==> src/verilog/pidacc_defines.vh <==
`ifndef PIDACC_DEFINES_VH
`define PIDACC_DEFINES_VH

`define PA_ADDR_W 8
`define PA_OFF_CTRL 8'h00
`define PA_OFF_SETPT 8'h04
`define PA_OFF_INPUT 8'h08
`define PA_OFF_COEFA 8'h0c
`define PA_OFF_COEFB 8'h10
`define PA_OFF_COEFC 8'h14
`define PA_OFF_OUTU 8'h18
`define PA_OFF_OUTM 8'h1c
`define PA_OFF_OUTL 8'h20
`define PA_OFF_ACCH 8'h24
`define PA_OFF_STAT 8'h28
`define PA_OFF_MASK 8'h2c
`define PA_OFF_CLRACC 8'h30

`define PA_MODE_UMAD 3'h0
`define PA_MODE_UMAC 3'h1
`define PA_MODE_SMAD 3'h2
`define PA_MODE_SMAC 3'h3
`define PA_MODE_PID 3'h5

`define PA_CTRL_EN 3
`define PA_CTRL_BUSY 4

`define PA_ST_DONE 0
`define PA_ST_ERR 1

`define PA_ACC_W 35
`define PA_OPD_W 16
`define PA_PID_STEPS 3'h3

`endif

==> src/verilog/pidacc_history.v <==
`timescale 1ns/1ps
// Holds the error history of the controller: index 0 is e[n-1], 1 is e[n-2].
module pidacc_history (
    input wire clk,
    input wire arst_n,
    input wire wr_en,
    input wire clr,
    input wire [15:0] wr_data,
    input wire rd_addr,
    output reg [15:0] rd_data_ff
);
    reg [15:0] mem_ff [0:1];

    always @(posedge clk or negedge arst_n)
    begin
        if (!arst_n)
        begin
            mem_ff[0] <= 16'h0000;
            mem_ff[1] <= 16'h0000;
            rd_data_ff <= 16'h0000;
        end
        else
        begin
            if (clr)
            begin
                mem_ff[0] <= 16'h0000;
                mem_ff[1] <= 16'h0000;
            end
            else if (wr_en)
            begin
                mem_ff[1] <= mem_ff[0];
                mem_ff[0] <= wr_data;
            end
            rd_data_ff <= mem_ff[rd_addr];
        end
    end
endmodule

==> src/verilog/pidacc_mac.v <==
`timescale 1ns/1ps
`include "pidacc_defines.vh"
// One multiply-add step on the shared accumulator.
module pidacc_mac (
    input wire [15:0] opa,
    input wire [15:0] opb,
    input wire is_signed,
    input wire [34:0] acc_in,
    output wire [34:0] acc_out,
    output wire ovf
);
    wire [16:0] ea;
    wire [16:0] eb;
    wire signed [33:0] prod;
    wire signed [35:0] sum;

    assign ea = {is_signed & opa[15], opa};
    assign eb = {is_signed & opb[15], opb};
    assign prod = $signed(ea) * $signed(eb);
    assign sum = $signed({acc_in[34], acc_in}) +
                 $signed({{2{prod[33]}}, prod});
    assign acc_out = sum[34:0];
    assign ovf = sum[35] ^ sum[34];
endmodule

==> src/verilog/pidacc_top.v <==
// The placing of the registers and register access over APB were decided locally.
`timescale 1ns/1ps
`include "pidacc_defines.vh"
//////////////////////////////////////////////////////////////////////////////
// Notes on behaviour
// (RULE1) Products of a signed multiplier add into one 35-bit accumulator.
// (RULE2) Controller operands: three coefficients, error input, set point.
// (RULE3) A done flag and a separate error flag are raised to the interrupt.
// (RULE4) Unsigned and signed multiply-add, each with or without accumulation.
// (RULE5) The three-bit control mode field alone selects the mode.
// (RULE6) Mode code 101 runs the controller calculation.
// (RULE7) Controller sums error, error history and the second difference.
// (RULE8) Coefficients go through the same multiplier and accumulator.
// (RULE9) Software loops: writes each new input, reads the result back.
// (RULE10) Result bits 23:16, 15:8 and 7:0 appear in three byte registers.
// (RULE11) The result byte registers are writable and reset to zero.
// (RULE12) Codes 4, 6 and 7 are reserved; a start with them raises the error.
module pidacc_top (
    input wire CLK,
    input wire ARST_N,
    input wire PSEL,
    input wire PENABLE,
    input wire PWRITE,
    input wire [7:0] PADDR,
    input wire [31:0] PWDATA,
    output reg [31:0] PRDATA,
    output reg PREADY,
    output reg PSLVERR,
    output reg IRQ
);
    localparam S_IDLE = 2'h0;
    localparam S_LOAD = 2'h1;
    localparam S_RUN = 2'h2;
    localparam S_DONE = 2'h3;

    reg [2:0] mode_ff;
    reg en_ff;
    reg [15:0] setpt_ff;
    reg [15:0] input_ff;
    reg [15:0] coef_a_ff;
    reg [15:0] coef_b_ff;
    reg [15:0] coef_c_ff;
    reg [7:0] out_u_ff;
    reg [7:0] out_m_ff;
    reg [7:0] out_l_ff;
    reg [34:0] acc_ff;
    reg [1:0] stat_ff;
    reg [1:0] mask_ff;
    reg [1:0] state_ff;
    reg [2:0] step_ff;
    reg [15:0] err_ff;
    reg [15:0] e1_ff;
    reg [34:0] nxt_acc;
    reg [1:0] nxt_state;
    reg [15:0] mac_a;
    reg [15:0] mac_b;
    reg mac_signed;
    reg [31:0] rdata;
    reg start;
    reg done_ev;
    reg err_ev;

    wire wr;
    wire rd;
    wire [15:0] hist_q;
    wire [34:0] mac_out;
    wire mac_ovf;
    wire [15:0] cur_err;
    wire hist_wr;
    wire hist_clr;

    function is_mode_valid;
        input [2:0] m;
        begin
            is_mode_valid = (m == `PA_MODE_UMAD) || (m == `PA_MODE_UMAC) ||
                            (m == `PA_MODE_SMAD) || (m == `PA_MODE_SMAC) ||
                            (m == `PA_MODE_PID);
        end
    endfunction

    assign wr = PSEL & PENABLE & PWRITE & PREADY;
    assign rd = PSEL & ~PENABLE & ~PWRITE;
    assign cur_err = setpt_ff - input_ff; // RULE2
    assign hist_wr = (state_ff == S_DONE) && (mode_ff == `PA_MODE_PID);
    assign hist_clr = wr && (PADDR == `PA_OFF_CLRACC);

    pidacc_history u_hist (
        .clk(CLK),
        .arst_n(ARST_N),
        .wr_en(hist_wr),
        .clr(hist_clr),
        .wr_data(err_ff),
        .rd_addr(1'b1),
        .rd_data_ff(hist_q)
    );

    pidacc_mac u_mac (
        .opa(mac_a),
        .opb(mac_b),
        .is_signed(mac_signed),
        .acc_in(acc_ff),
        .acc_out(mac_out),
        .ovf(mac_ovf)
    );

    //////////////////////////////////////////////////////////////////////////
    // The controller form is acc += a*e[n] + b*e[n-1] + c*e[n-2], with the
    // coefficients already folded by software into that discrete shape.
    always @*
    begin
        mac_a = input_ff;
        mac_b = coef_a_ff;
        mac_signed = (mode_ff == `PA_MODE_SMAD) ||
                     (mode_ff == `PA_MODE_SMAC) ||
                     (mode_ff == `PA_MODE_PID);
        if (mode_ff == `PA_MODE_PID)
        begin
            case (step_ff)
                3'h0:
                begin
                    mac_a = err_ff; // RULE7
                    mac_b = coef_a_ff;
                end
                3'h1:
                begin
                    mac_a = e1_ff; // RULE7
                    mac_b = coef_b_ff;
                end
                default:
                begin
                    mac_a = hist_q; // RULE7
                    mac_b = coef_c_ff;
                end
            endcase
        end
        else
        begin
            mac_a = input_ff; // RULE4
            mac_b = coef_a_ff;
        end
    end

    always @*
    begin
        start = wr && (PADDR == `PA_OFF_INPUT) && en_ff;
        done_ev = 1'b0;
        err_ev = 1'b0;
        nxt_state = state_ff;
        nxt_acc = acc_ff;
        case (state_ff)
            S_IDLE:
            begin
                if (start)
                begin
                    if (is_mode_valid(mode_ff)) // RULE5
                        nxt_state = S_LOAD;
                    else
                        err_ev = 1'b1; // RULE12
                end
            end
            S_LOAD:
            begin
                nxt_state = S_RUN;
                if ((mode_ff == `PA_MODE_UMAD) || (mode_ff == `PA_MODE_SMAD))
                    nxt_acc = {`PA_ACC_W{1'b0}}; // RULE4
            end
            S_RUN:
            begin
                nxt_acc = mac_out; // RULE1 RULE8
                err_ev = mac_ovf; // RULE3
                if ((mode_ff != `PA_MODE_PID) ||
                    (step_ff == `PA_PID_STEPS - 3'h1)) // RULE6
                    nxt_state = S_DONE;
            end
            S_DONE:
            begin
                nxt_state = S_IDLE;
                done_ev = 1'b1; // RULE3
            end
            default:
                nxt_state = S_IDLE;
        endcase
    end

    //////////////////////////////////////////////////////////////////////////
    // Datapath and sequencing.
    always @(posedge CLK or negedge ARST_N)
    begin
        if (!ARST_N)
        begin
            state_ff <= S_IDLE;
            step_ff <= 3'h0;
            acc_ff <= {`PA_ACC_W{1'b0}};
            err_ff <= 16'h0000;
            e1_ff <= 16'h0000;
        end
        else
        begin
            state_ff <= nxt_state;
            if (hist_clr)
                acc_ff <= {`PA_ACC_W{1'b0}};
            else
                acc_ff <= nxt_acc;
            if (state_ff == S_LOAD)
                err_ff <= cur_err;
            if (state_ff == S_RUN)
                step_ff <= step_ff + 3'h1;
            else
                step_ff <= 3'h0;
            if (hist_clr)
                e1_ff <= 16'h0000;
            else if (hist_wr)
                e1_ff <= err_ff;
        end
    end

    //////////////////////////////////////////////////////////////////////////
    // APB register file.
    always @*
    begin
        case (PADDR)
            `PA_OFF_CTRL:
                rdata = {27'h0, state_ff != S_IDLE, en_ff, mode_ff};
            `PA_OFF_SETPT: rdata = {16'h0000, setpt_ff};
            `PA_OFF_INPUT: rdata = {16'h0000, input_ff};
            `PA_OFF_COEFA: rdata = {16'h0000, coef_a_ff};
            `PA_OFF_COEFB: rdata = {16'h0000, coef_b_ff};
            `PA_OFF_COEFC: rdata = {16'h0000, coef_c_ff};
            `PA_OFF_OUTU: rdata = {24'h000000, out_u_ff};
            `PA_OFF_OUTM: rdata = {24'h000000, out_m_ff};
            `PA_OFF_OUTL: rdata = {24'h000000, out_l_ff};
            `PA_OFF_ACCH: rdata = {21'h0, acc_ff[34:24]};
            `PA_OFF_STAT: rdata = {30'h00000000, stat_ff};
            `PA_OFF_MASK: rdata = {30'h00000000, mask_ff};
            default: rdata = 32'h00000000;
        endcase
    end

    always @(posedge CLK or negedge ARST_N)
    begin
        if (!ARST_N)
        begin
            mode_ff <= `PA_MODE_UMAD;
            en_ff <= 1'b0;
            setpt_ff <= 16'h0000;
            input_ff <= 16'h0000;
            coef_a_ff <= 16'h0000;
            coef_b_ff <= 16'h0000;
            coef_c_ff <= 16'h0000;
            out_u_ff <= 8'h00; // RULE11
            out_m_ff <= 8'h00;
            out_l_ff <= 8'h00;
            stat_ff <= 2'h0;
            mask_ff <= 2'h0;
            PRDATA <= 32'h00000000;
            PREADY <= 1'b0;
            PSLVERR <= 1'b0;
            IRQ <= 1'b0;
        end
        else
        begin
            PREADY <= PSEL & ~PENABLE;
            PSLVERR <= 1'b0;
            if (rd)
                PRDATA <= rdata;
            if (wr)
            begin
                case (PADDR)
                    `PA_OFF_CTRL:
                    begin
                        mode_ff <= PWDATA[2:0]; // RULE5
                        en_ff <= PWDATA[`PA_CTRL_EN];
                    end
                    `PA_OFF_SETPT: setpt_ff <= PWDATA[15:0];
                    `PA_OFF_INPUT: input_ff <= PWDATA[15:0]; // RULE9
                    `PA_OFF_COEFA: coef_a_ff <= PWDATA[15:0];
                    `PA_OFF_COEFB: coef_b_ff <= PWDATA[15:0];
                    `PA_OFF_COEFC: coef_c_ff <= PWDATA[15:0];
                    `PA_OFF_OUTU: out_u_ff <= PWDATA[7:0]; // RULE11
                    `PA_OFF_OUTM: out_m_ff <= PWDATA[7:0];
                    `PA_OFF_OUTL: out_l_ff <= PWDATA[7:0];
                    `PA_OFF_MASK: mask_ff <= PWDATA[1:0];
                    default: PSLVERR <= 1'b0;
                endcase
            end
            if (state_ff == S_DONE)
            begin
                out_u_ff <= acc_ff[23:16]; // RULE10
                out_m_ff <= acc_ff[15:8];
                out_l_ff <= acc_ff[7:0];
            end
            // A new event wins over a write-one clear in the same cycle.
            stat_ff[`PA_ST_DONE] <= done_ev | (stat_ff[`PA_ST_DONE] &
                ~(wr && (PADDR == `PA_OFF_STAT) && PWDATA[`PA_ST_DONE]));
            stat_ff[`PA_ST_ERR] <= err_ev | (stat_ff[`PA_ST_ERR] &
                ~(wr && (PADDR == `PA_OFF_STAT) && PWDATA[`PA_ST_ERR]));
            IRQ <= |(stat_ff & mask_ff); // RULE3
        end
    end
endmodule

==> config.mk <==
export PLATFORM = sky130hd
export DESIGN_NAME = pidacc_top
export DESIGN_NICKNAME = d
export VERILOG_FILES = /design/src/verilog/pidacc_history.v /design/src/verilog/pidacc_mac.v /design/src/verilog/pidacc_top.v
export VERILOG_INCLUDE_DIRS = /design/src /design/src/verilog
export SDC_FILE = /design/constraint.sdc
export NUM_CORES = 1
export LEC_CHECK = 0
export BUFFER_PORTS_ARGS = -buffer_cell sky130_fd_sc_hd__buf_2
export CORE_MARGIN = 2
export CORE_UTILIZATION = 55
export CTS_BUF_LIST = sky130_fd_sc_hd__clkbuf_16
export DETAILED_ROUTE_END_ITERATION = 6
export PLACE_DENSITY = 0.72
export SYNTH_ARGS = -nofsm -noshare
export SYNTH_HDL_FRONTEND = slang
export SYNTH_HIERARCHICAL = 1
export SYNTH_SLANG_ARGS = --single-unit
==> constraint.sdc <==
create_clock -name CLK -period 19.9 [get_ports CLK]
set_input_delay 0.995 -clock CLK [delete_from_list [all_inputs] [get_ports CLK]]
set_output_delay 0.995 -clock CLK [all_outputs]
set_load 0.05 [all_outputs]
## Word-level counts from Yosys, hierarchy flattened

Cells that the tools add are included.

- $add $sub $neg: 3
- Multipliers: 1
- Equal/unequal tests: 26
- Muxes and demuxes: 30
- Bitwise gates (word level): 17
- Reduce and logical (&&, ||, !) cells: 39

Operators by type and width:

| operator | number |
|---|---|
| $pmux W16 S12 | 1 |
| $mux W8 | 9 |
| $mux W35 | 2 |
| $pmux W35 S2 | 1 |
| $mux W16 | 4 |
| $mux W32 | 2 |
| $pmux W16 S2 | 2 |
| $eq A8 B6 Y1 const B | 5 |
| $add A35 B34 Y36 | 1 |
| $mul A17 B17 Y34 | 1 |
| $eq A8 B5 Y1 const B | 4 |
| $reduce_and A2 Y1 | 11 |
| $eq A8 B4 Y1 const B | 2 |
| $sub A16 B16 Y16 | 1 |
| $reduce_bool A2 Y1 | 6 |
| $and A1 B1 Y1 | 9 |
| $eq A3 B2 Y1 const B | 3 |
| $eq A8 B3 Y1 const B | 1 |
| $logic_not A8 Y1 | 1 |
| $logic_or A1 B1 Y1 | 8 |
| $pmux W2 S4 | 1 |
| $logic_and A1 B1 Y1 | 7 |
| $eq A3 B1 Y1 const B | 2 |
| $logic_not A3 Y1 | 2 |
| other kinds (18) | 30 |

- Register bits after elaboration: 266
- Input port bits: 45
- Word-level logic and storage cells: 139

## Longest topological paths before layout

- Depth after elaboration: 9
- Depth in mapped cells: 37
- Mapped depth without buffers: 33

## Cells and area by module

Netlist, hierarchy kept.

By module, submodules not included:

| module | instances | cells each | area an instance (µm²) | seq. area each (µm²) |
|---|---|---|---|---|
| pidacc_mac | 1 | 1,427 | 12,873.6 | 0.0 |
| pidacc_top | 1 | 1,070 | 10,692.8 | 5,054.8 |
| pidacc_history | 1 | 137 | 1,954.4 | 1,201.2 |

## Worst setup path after synthesis

No wires, ideal clock.

- Path kind: reg-to-reg
- From: register step_ff[0]
- To: register stat_ff[1]
- Library setup time: 146 ps
- Arrival time: 8,009 ps
- Required time: 19,754 ps
- Setup slack: 11,745 ps
- Cell stages (with the launch flop): 37
- Cells stage by stage: dfrtp_1 inv_1 ha_1 nor2b_1 clkbuf_1 nor2_1 clkbuf_1 a22oi_1 o21ai_0 buf_1 nand2_1 inv_1 fa_1 inv_1 fa_1 inv_1 ha_1 inv_1 fa_1 inv_1 fa_1 inv_1 fa_1 inv_1 ha_1 clkbuf_1 a211oi_1 nand2_1 a211oi_1 nor3b_1 a2111oi_0 o41ai_1 a21oi_1 xnor2_1 xnor2_1 nand2_1 o311ai_0

- Elaborated cells on any way between the ends: 13
- Classes of those cells: add/sub: 1; mul: 1; eq/ne: 1; mux: 5; bitwise: 4; reduce/logical: 1

RTL lines:

| item | line | RTL |
|---|---|---|
| start, declared | pidacc_top.v:50 | `reg [2:0] step_ff;` |
| start signal, assigned | pidacc_top.v:207 | `step_ff <= step_ff + 3'h1;` |
| $eq A3 B1 Y1 / $logic_not A3 Y1 (equally long branches) | pidacc_top.v:118 | `case (step_ff)` |
| $pmux W16 S2 (*) | pidacc_top.v:118 |  |
| $mux W16 (*) | pidacc_top.v:116 | `` if (mode_ff == `PA_MODE_PID) `` |
| net mac_b[0] | pidacc_top.v:56 | `reg [15:0] mac_b;` |
| $mul A17 B17 Y34 (*) | pidacc_mac.v:19 | `assign prod = $signed(ea) * $signed(eb);` |
| $add A35 B34 Y36 (*) | pidacc_mac.v:20 | `assign sum = $signed({acc_in[34], acc_in}) +` |
| net mac_out[34] | pidacc_top.v:66 | `wire [34:0] mac_out;` |
| $xor A1 B1 Y1 (*) | pidacc_mac.v:23 | `assign ovf = sum[35] ^ sum[34];` |
| net mac_ovf | pidacc_top.v:67 | `wire mac_ovf;` |
| $pmux W1 S2 (*) | pidacc_top.v:150 | `case (state_ff)` |
| $or A1 B1 Y1 (*) | pidacc_top.v:295 | `` stat_ff[`PA_ST_ERR] <= err_ev \| (stat_ff[`PA_ST_ERR] & `` |
| end signal, assigned by index | pidacc_top.v:293 | `` stat_ff[`PA_ST_DONE] <= done_ev \| (stat_ff[`PA_ST_DONE] & `` |
| end signal, assigned by index | pidacc_top.v:295 |  |
| end, declared | pidacc_top.v:47 | `reg [1:0] stat_ff;` |

Mark *: on every way through the listed nets, which the timed path passes. The rest lies on a longest branch.
A chain may end at the register's enable or synchronous reset.

## Final worst setup path

- From: register step_ff[1]
- To: register stat_ff[1]

- Cells in the longest elaborated chain, start to end: 9
- Elaborated cells on any way between the ends: 13
- Classes of those cells: add/sub: 1; mul: 1; eq/ne: 1; mux: 5; bitwise: 4; reduce/logical: 1

Ends and longest elaborated chain:

| item | line | RTL |
|---|---|---|
| $eq A3 B1 Y1 / $logic_not A3 Y1 (equally long branches) | pidacc_top.v:118 |  |
| $pmux W16 S2 (*) | pidacc_top.v:118 |  |
| $mux W16 (*) | pidacc_top.v:116 |  |
| net mac_b[15] | pidacc_top.v:56 |  |
| $and A1 B1 Y1 | pidacc_mac.v:18 | `assign eb = {is_signed & opb[15], opb};` |
| $mul A17 B17 Y34 (*) | pidacc_mac.v:19 |  |
| $add A35 B34 Y36 (*) | pidacc_mac.v:20 |  |
| net mac_out[34] | pidacc_top.v:66 |  |
| $xor A1 B1 Y1 (*) | pidacc_mac.v:23 |  |
| net mac_ovf | pidacc_top.v:67 |  |
| $pmux W1 S2 (*) | pidacc_top.v:150 |  |
| $or A1 B1 Y1 (*) | pidacc_top.v:295 |  |

Marked as above.

==> impl_metrics.ini <==
[timing]
report.final.slew_viol_count = 0
clock.fmax_mhz = 97.5
max-slew-margin-rel_pct = 19.6
finalHoldViolCount = 0
setup-tns-final_ns = 0
min_period_ns = 10.26
tightest_slew_ns = 1.21
timing.final.crit_share_pct = 51.6
skew_ns = 0.0116
finalSetupViolCount = 0
rsz0062_at_grt = no

[critical_path]
slowest_delay_ns = 0.94
crit_path_top_delay_cell = a2111oi_0
required_ns = 20.31
path_common_cell = fa_1
cp-end-kind = register
start_kind = register
path_max_fanout = 33
path_class = register to register
crit_arrival_ns = 10.67

[routing]
vias_per_cell = 5.75
drt-met1-wl_um = 25700
wl_met2_um = 32400
dr.first_iter.drc_count = 1466
postRouteWirelength_um = 64500
topRoutingLayerUsed = met4
ant_nets = 0
vias = 18700
drc = 0
wl_met3_um = 4190
drt_pass1_iterations = 5
avgRoutedWirePerCell_um = 19.9

[yosys]
synth_top_family_by_area = adder cells
ys_ff_latch = 250
synth_ff_type = dfrtp_1
synth_xor_xnor_area_share_pct = 1.85
synth-edff-count = 0
ys_types = 87
yosysTopAreaCellShare_pct = 27.8
synth_compound_gate_area_share_pct = 9.96
yosysTopAreaCell = fa_1
synthAdderAreaFrac_pct = 34.2
synth_async_sr_flop_share_pct = 100
yosys.area_share.simple_pct = 12.3
syn_inst = 2634
synth_area_leaders = fa_1 28%, dfrtp_1 25%, inv_1 7.1%
yosysWarnings = 6
synth.avg_cell_area_um2 = 9.69
synth_seq_area_share_pct = 24.5
synthMuxAreaShare_pct = 7.22
syn_area_um2 = 25500

[clock_network]
numCtsBuffers = 25
cts_setup_buffers = 0
clockRootBuffer = clkbuf_16
insertion_delay_ns = 0.53
clkTransAtPathRegs_ns = 0.07
htreeDepth = 1
clock_sinks = 250
cts_tree = built
postCtsHoldBufs = 0
clock_path_buffers = 3
cts_resized = 0

[power_and_ir_drop]
p_per_area_nw_per_um2 = 51.1
leakagePower_nw = 13.3
vdd_drop_max_mv = 0.0575

[grt]
grt_start_max_net_pins = 107
grt.total_usage_pct = 28.3
grt_overflow_total = 0
grt_first_pass_wirelength_um = 107000
grt_pass1_vias = 20100
antenna_found_initial = 1

[final_layout]
layout_commonest_cell = inv_1
multi_input_area_um2 = 16900
final_cell_mix = 486 x inv_1, 355 x fa_1, 337 x nand2_1
area_growth_pct = 6.17
nFillCells = 3902
final-seq-area_um2 = 6260
stdcell_count = 3243
fin_area_um2 = 27100
final_core_util_pct = 59.4
nNetsFinal = 3152
drive_above_1_share_pct = 10.3

[place]
placed_area_um2 = 26200
detailed_place_hpwl_um = 48900
dp_cells = 3196
port_buffers = 46
gp_congestion = 0.942

[floorplanning]
die_h_um = 219
start_util_pct = 56.0
core_area_um2 = 45600
core.rowCount = 78
fp.dieW_um = 219
dieArea_um2 = 48100
ioPinCount = 80

[min_path]
holdCritPathClass = register to register

[run_status]
status = finished clean

[flow_run]
cap_violations = 0
[state kept, by name (all words and copies together) (netlist names)]
register	count
IRQ	1
PRDATA	16
PREADY	1
acc_ff	35
coef_a_ff	16
coef_b_ff	16
coef_c_ff	16
e1_ff	16
en_ff	1
err_ff	16
input_ff	16
mask_ff	2
mode_ff	3
out_l_ff	8
out_m_ff	8
out_u_ff	8
setpt_ff	16
stat_ff	2
state_ff	2
step_ff	3
u_hist/mem_ff	32
u_hist/rd_data_ff	16
[path summary, 6_finish.rpt]
path                            startpoint     endpoint  slack [ns]  cells after the start
worst max register to register  step_ff[1]   stat_ff[1]        9.64                     32
worst min register to register  PRDATA[14]   PRDATA[14]        0.47                      1
max in group asynchronous           ARST_N  out_m_ff[7]       17.10                      3
min in group asynchronous           ARST_N    e1_ff[15]        0.49                      1
worst max-delay path            step_ff[1]   stat_ff[1]        9.64                     32
worst min-delay path            PRDATA[14]   PRDATA[14]        0.47                      1
[power breakdown]
group	internal [W]	switching (W)	leakage, nW
combinational	0.0000944	0.000223	9.84
sequential	0.000537	0.0000287	3.04
clock	0.000296	0.000206	0.426
total	0.000927	0.000457	13.3
[metal layers]
layer / track usage, % / vias up
met5: 0 / -
met4: 9.10 / 0
met3: 3.35 / 129
met2: 49.2 / 640
met1: 37.0 / 9599
li1: - / 8293
[synth_stat cells (all sizes together), types with 12 or more instances]
| cell | number |
|---|---|
| inv | 483 |
| fa | 355 |
| nand2 | 338 |
| dfrtp | 250 |
| ha | 129 |
| a21oi | 126 |
| and2 | 116 |
| o21ai | 101 |
| mux2 | 99 |
| clkbuf | 94 |
| nor2 | 89 |
| mux2i | 64 |
| buf | 47 |
| nand3 | 42 |
| a22oi | 37 |
| xnor2 | 37 |
| a22o | 24 |
| a211oi | 18 |
| xor2 | 17 |
| a21o | 15 |
| nor2b | 12 |
[worst max-delay path: cells and delay by family, from the launching register on]
kind	cells	cell delay, ns
XOR/XNOR	2	0.34
flip-flops	1	0.38
AND/OR/NAND/NOR	6	1.41
buffers and inverters	7	1.41
adder cells (fa/ha/maj)	8	3.38
AO/OA/AOI/OAI	9	3.14
[kinds of logic after synthesis]
logic type                 after synthesis
xor gates and xnor gates                54
and+or+nand+nor                        661
adders and majority gates              484
DFF                                    250
buffers and inverters                  625
muxes                                  165
AOI/OAI and AO/OA                      393
other                                    2
[area by class of cell]
class,count,share of cell area [%]
Multi-Input combinational cell,1775,62.2
Sequential cell,250,23.1
Timing Repair Buffer,87,2.02
Clock buffer,25,2.31
Tap cell,600,2.77
Antenna cell,1,0.00924
Inverter,484,6.71
Clock inverter,21,0.900
[per-stage QoR]
stage | worst slack [ns] | total power [W] | hold WS, ns
final | 9.64 | 0.00138 | 0.472
after global routing | 9.11 | 0.00145 | 0.497
after CTS | 9.79 | 0.00139 | 0.476
after detailed placement | 9.82 | 0.000888 | 0.461
after global placement | 9.97 | 0.000877 | 0.456
after floorplan | 11.74 | 0.000785 | 0.457
Power figures use the tool's default switching activity.
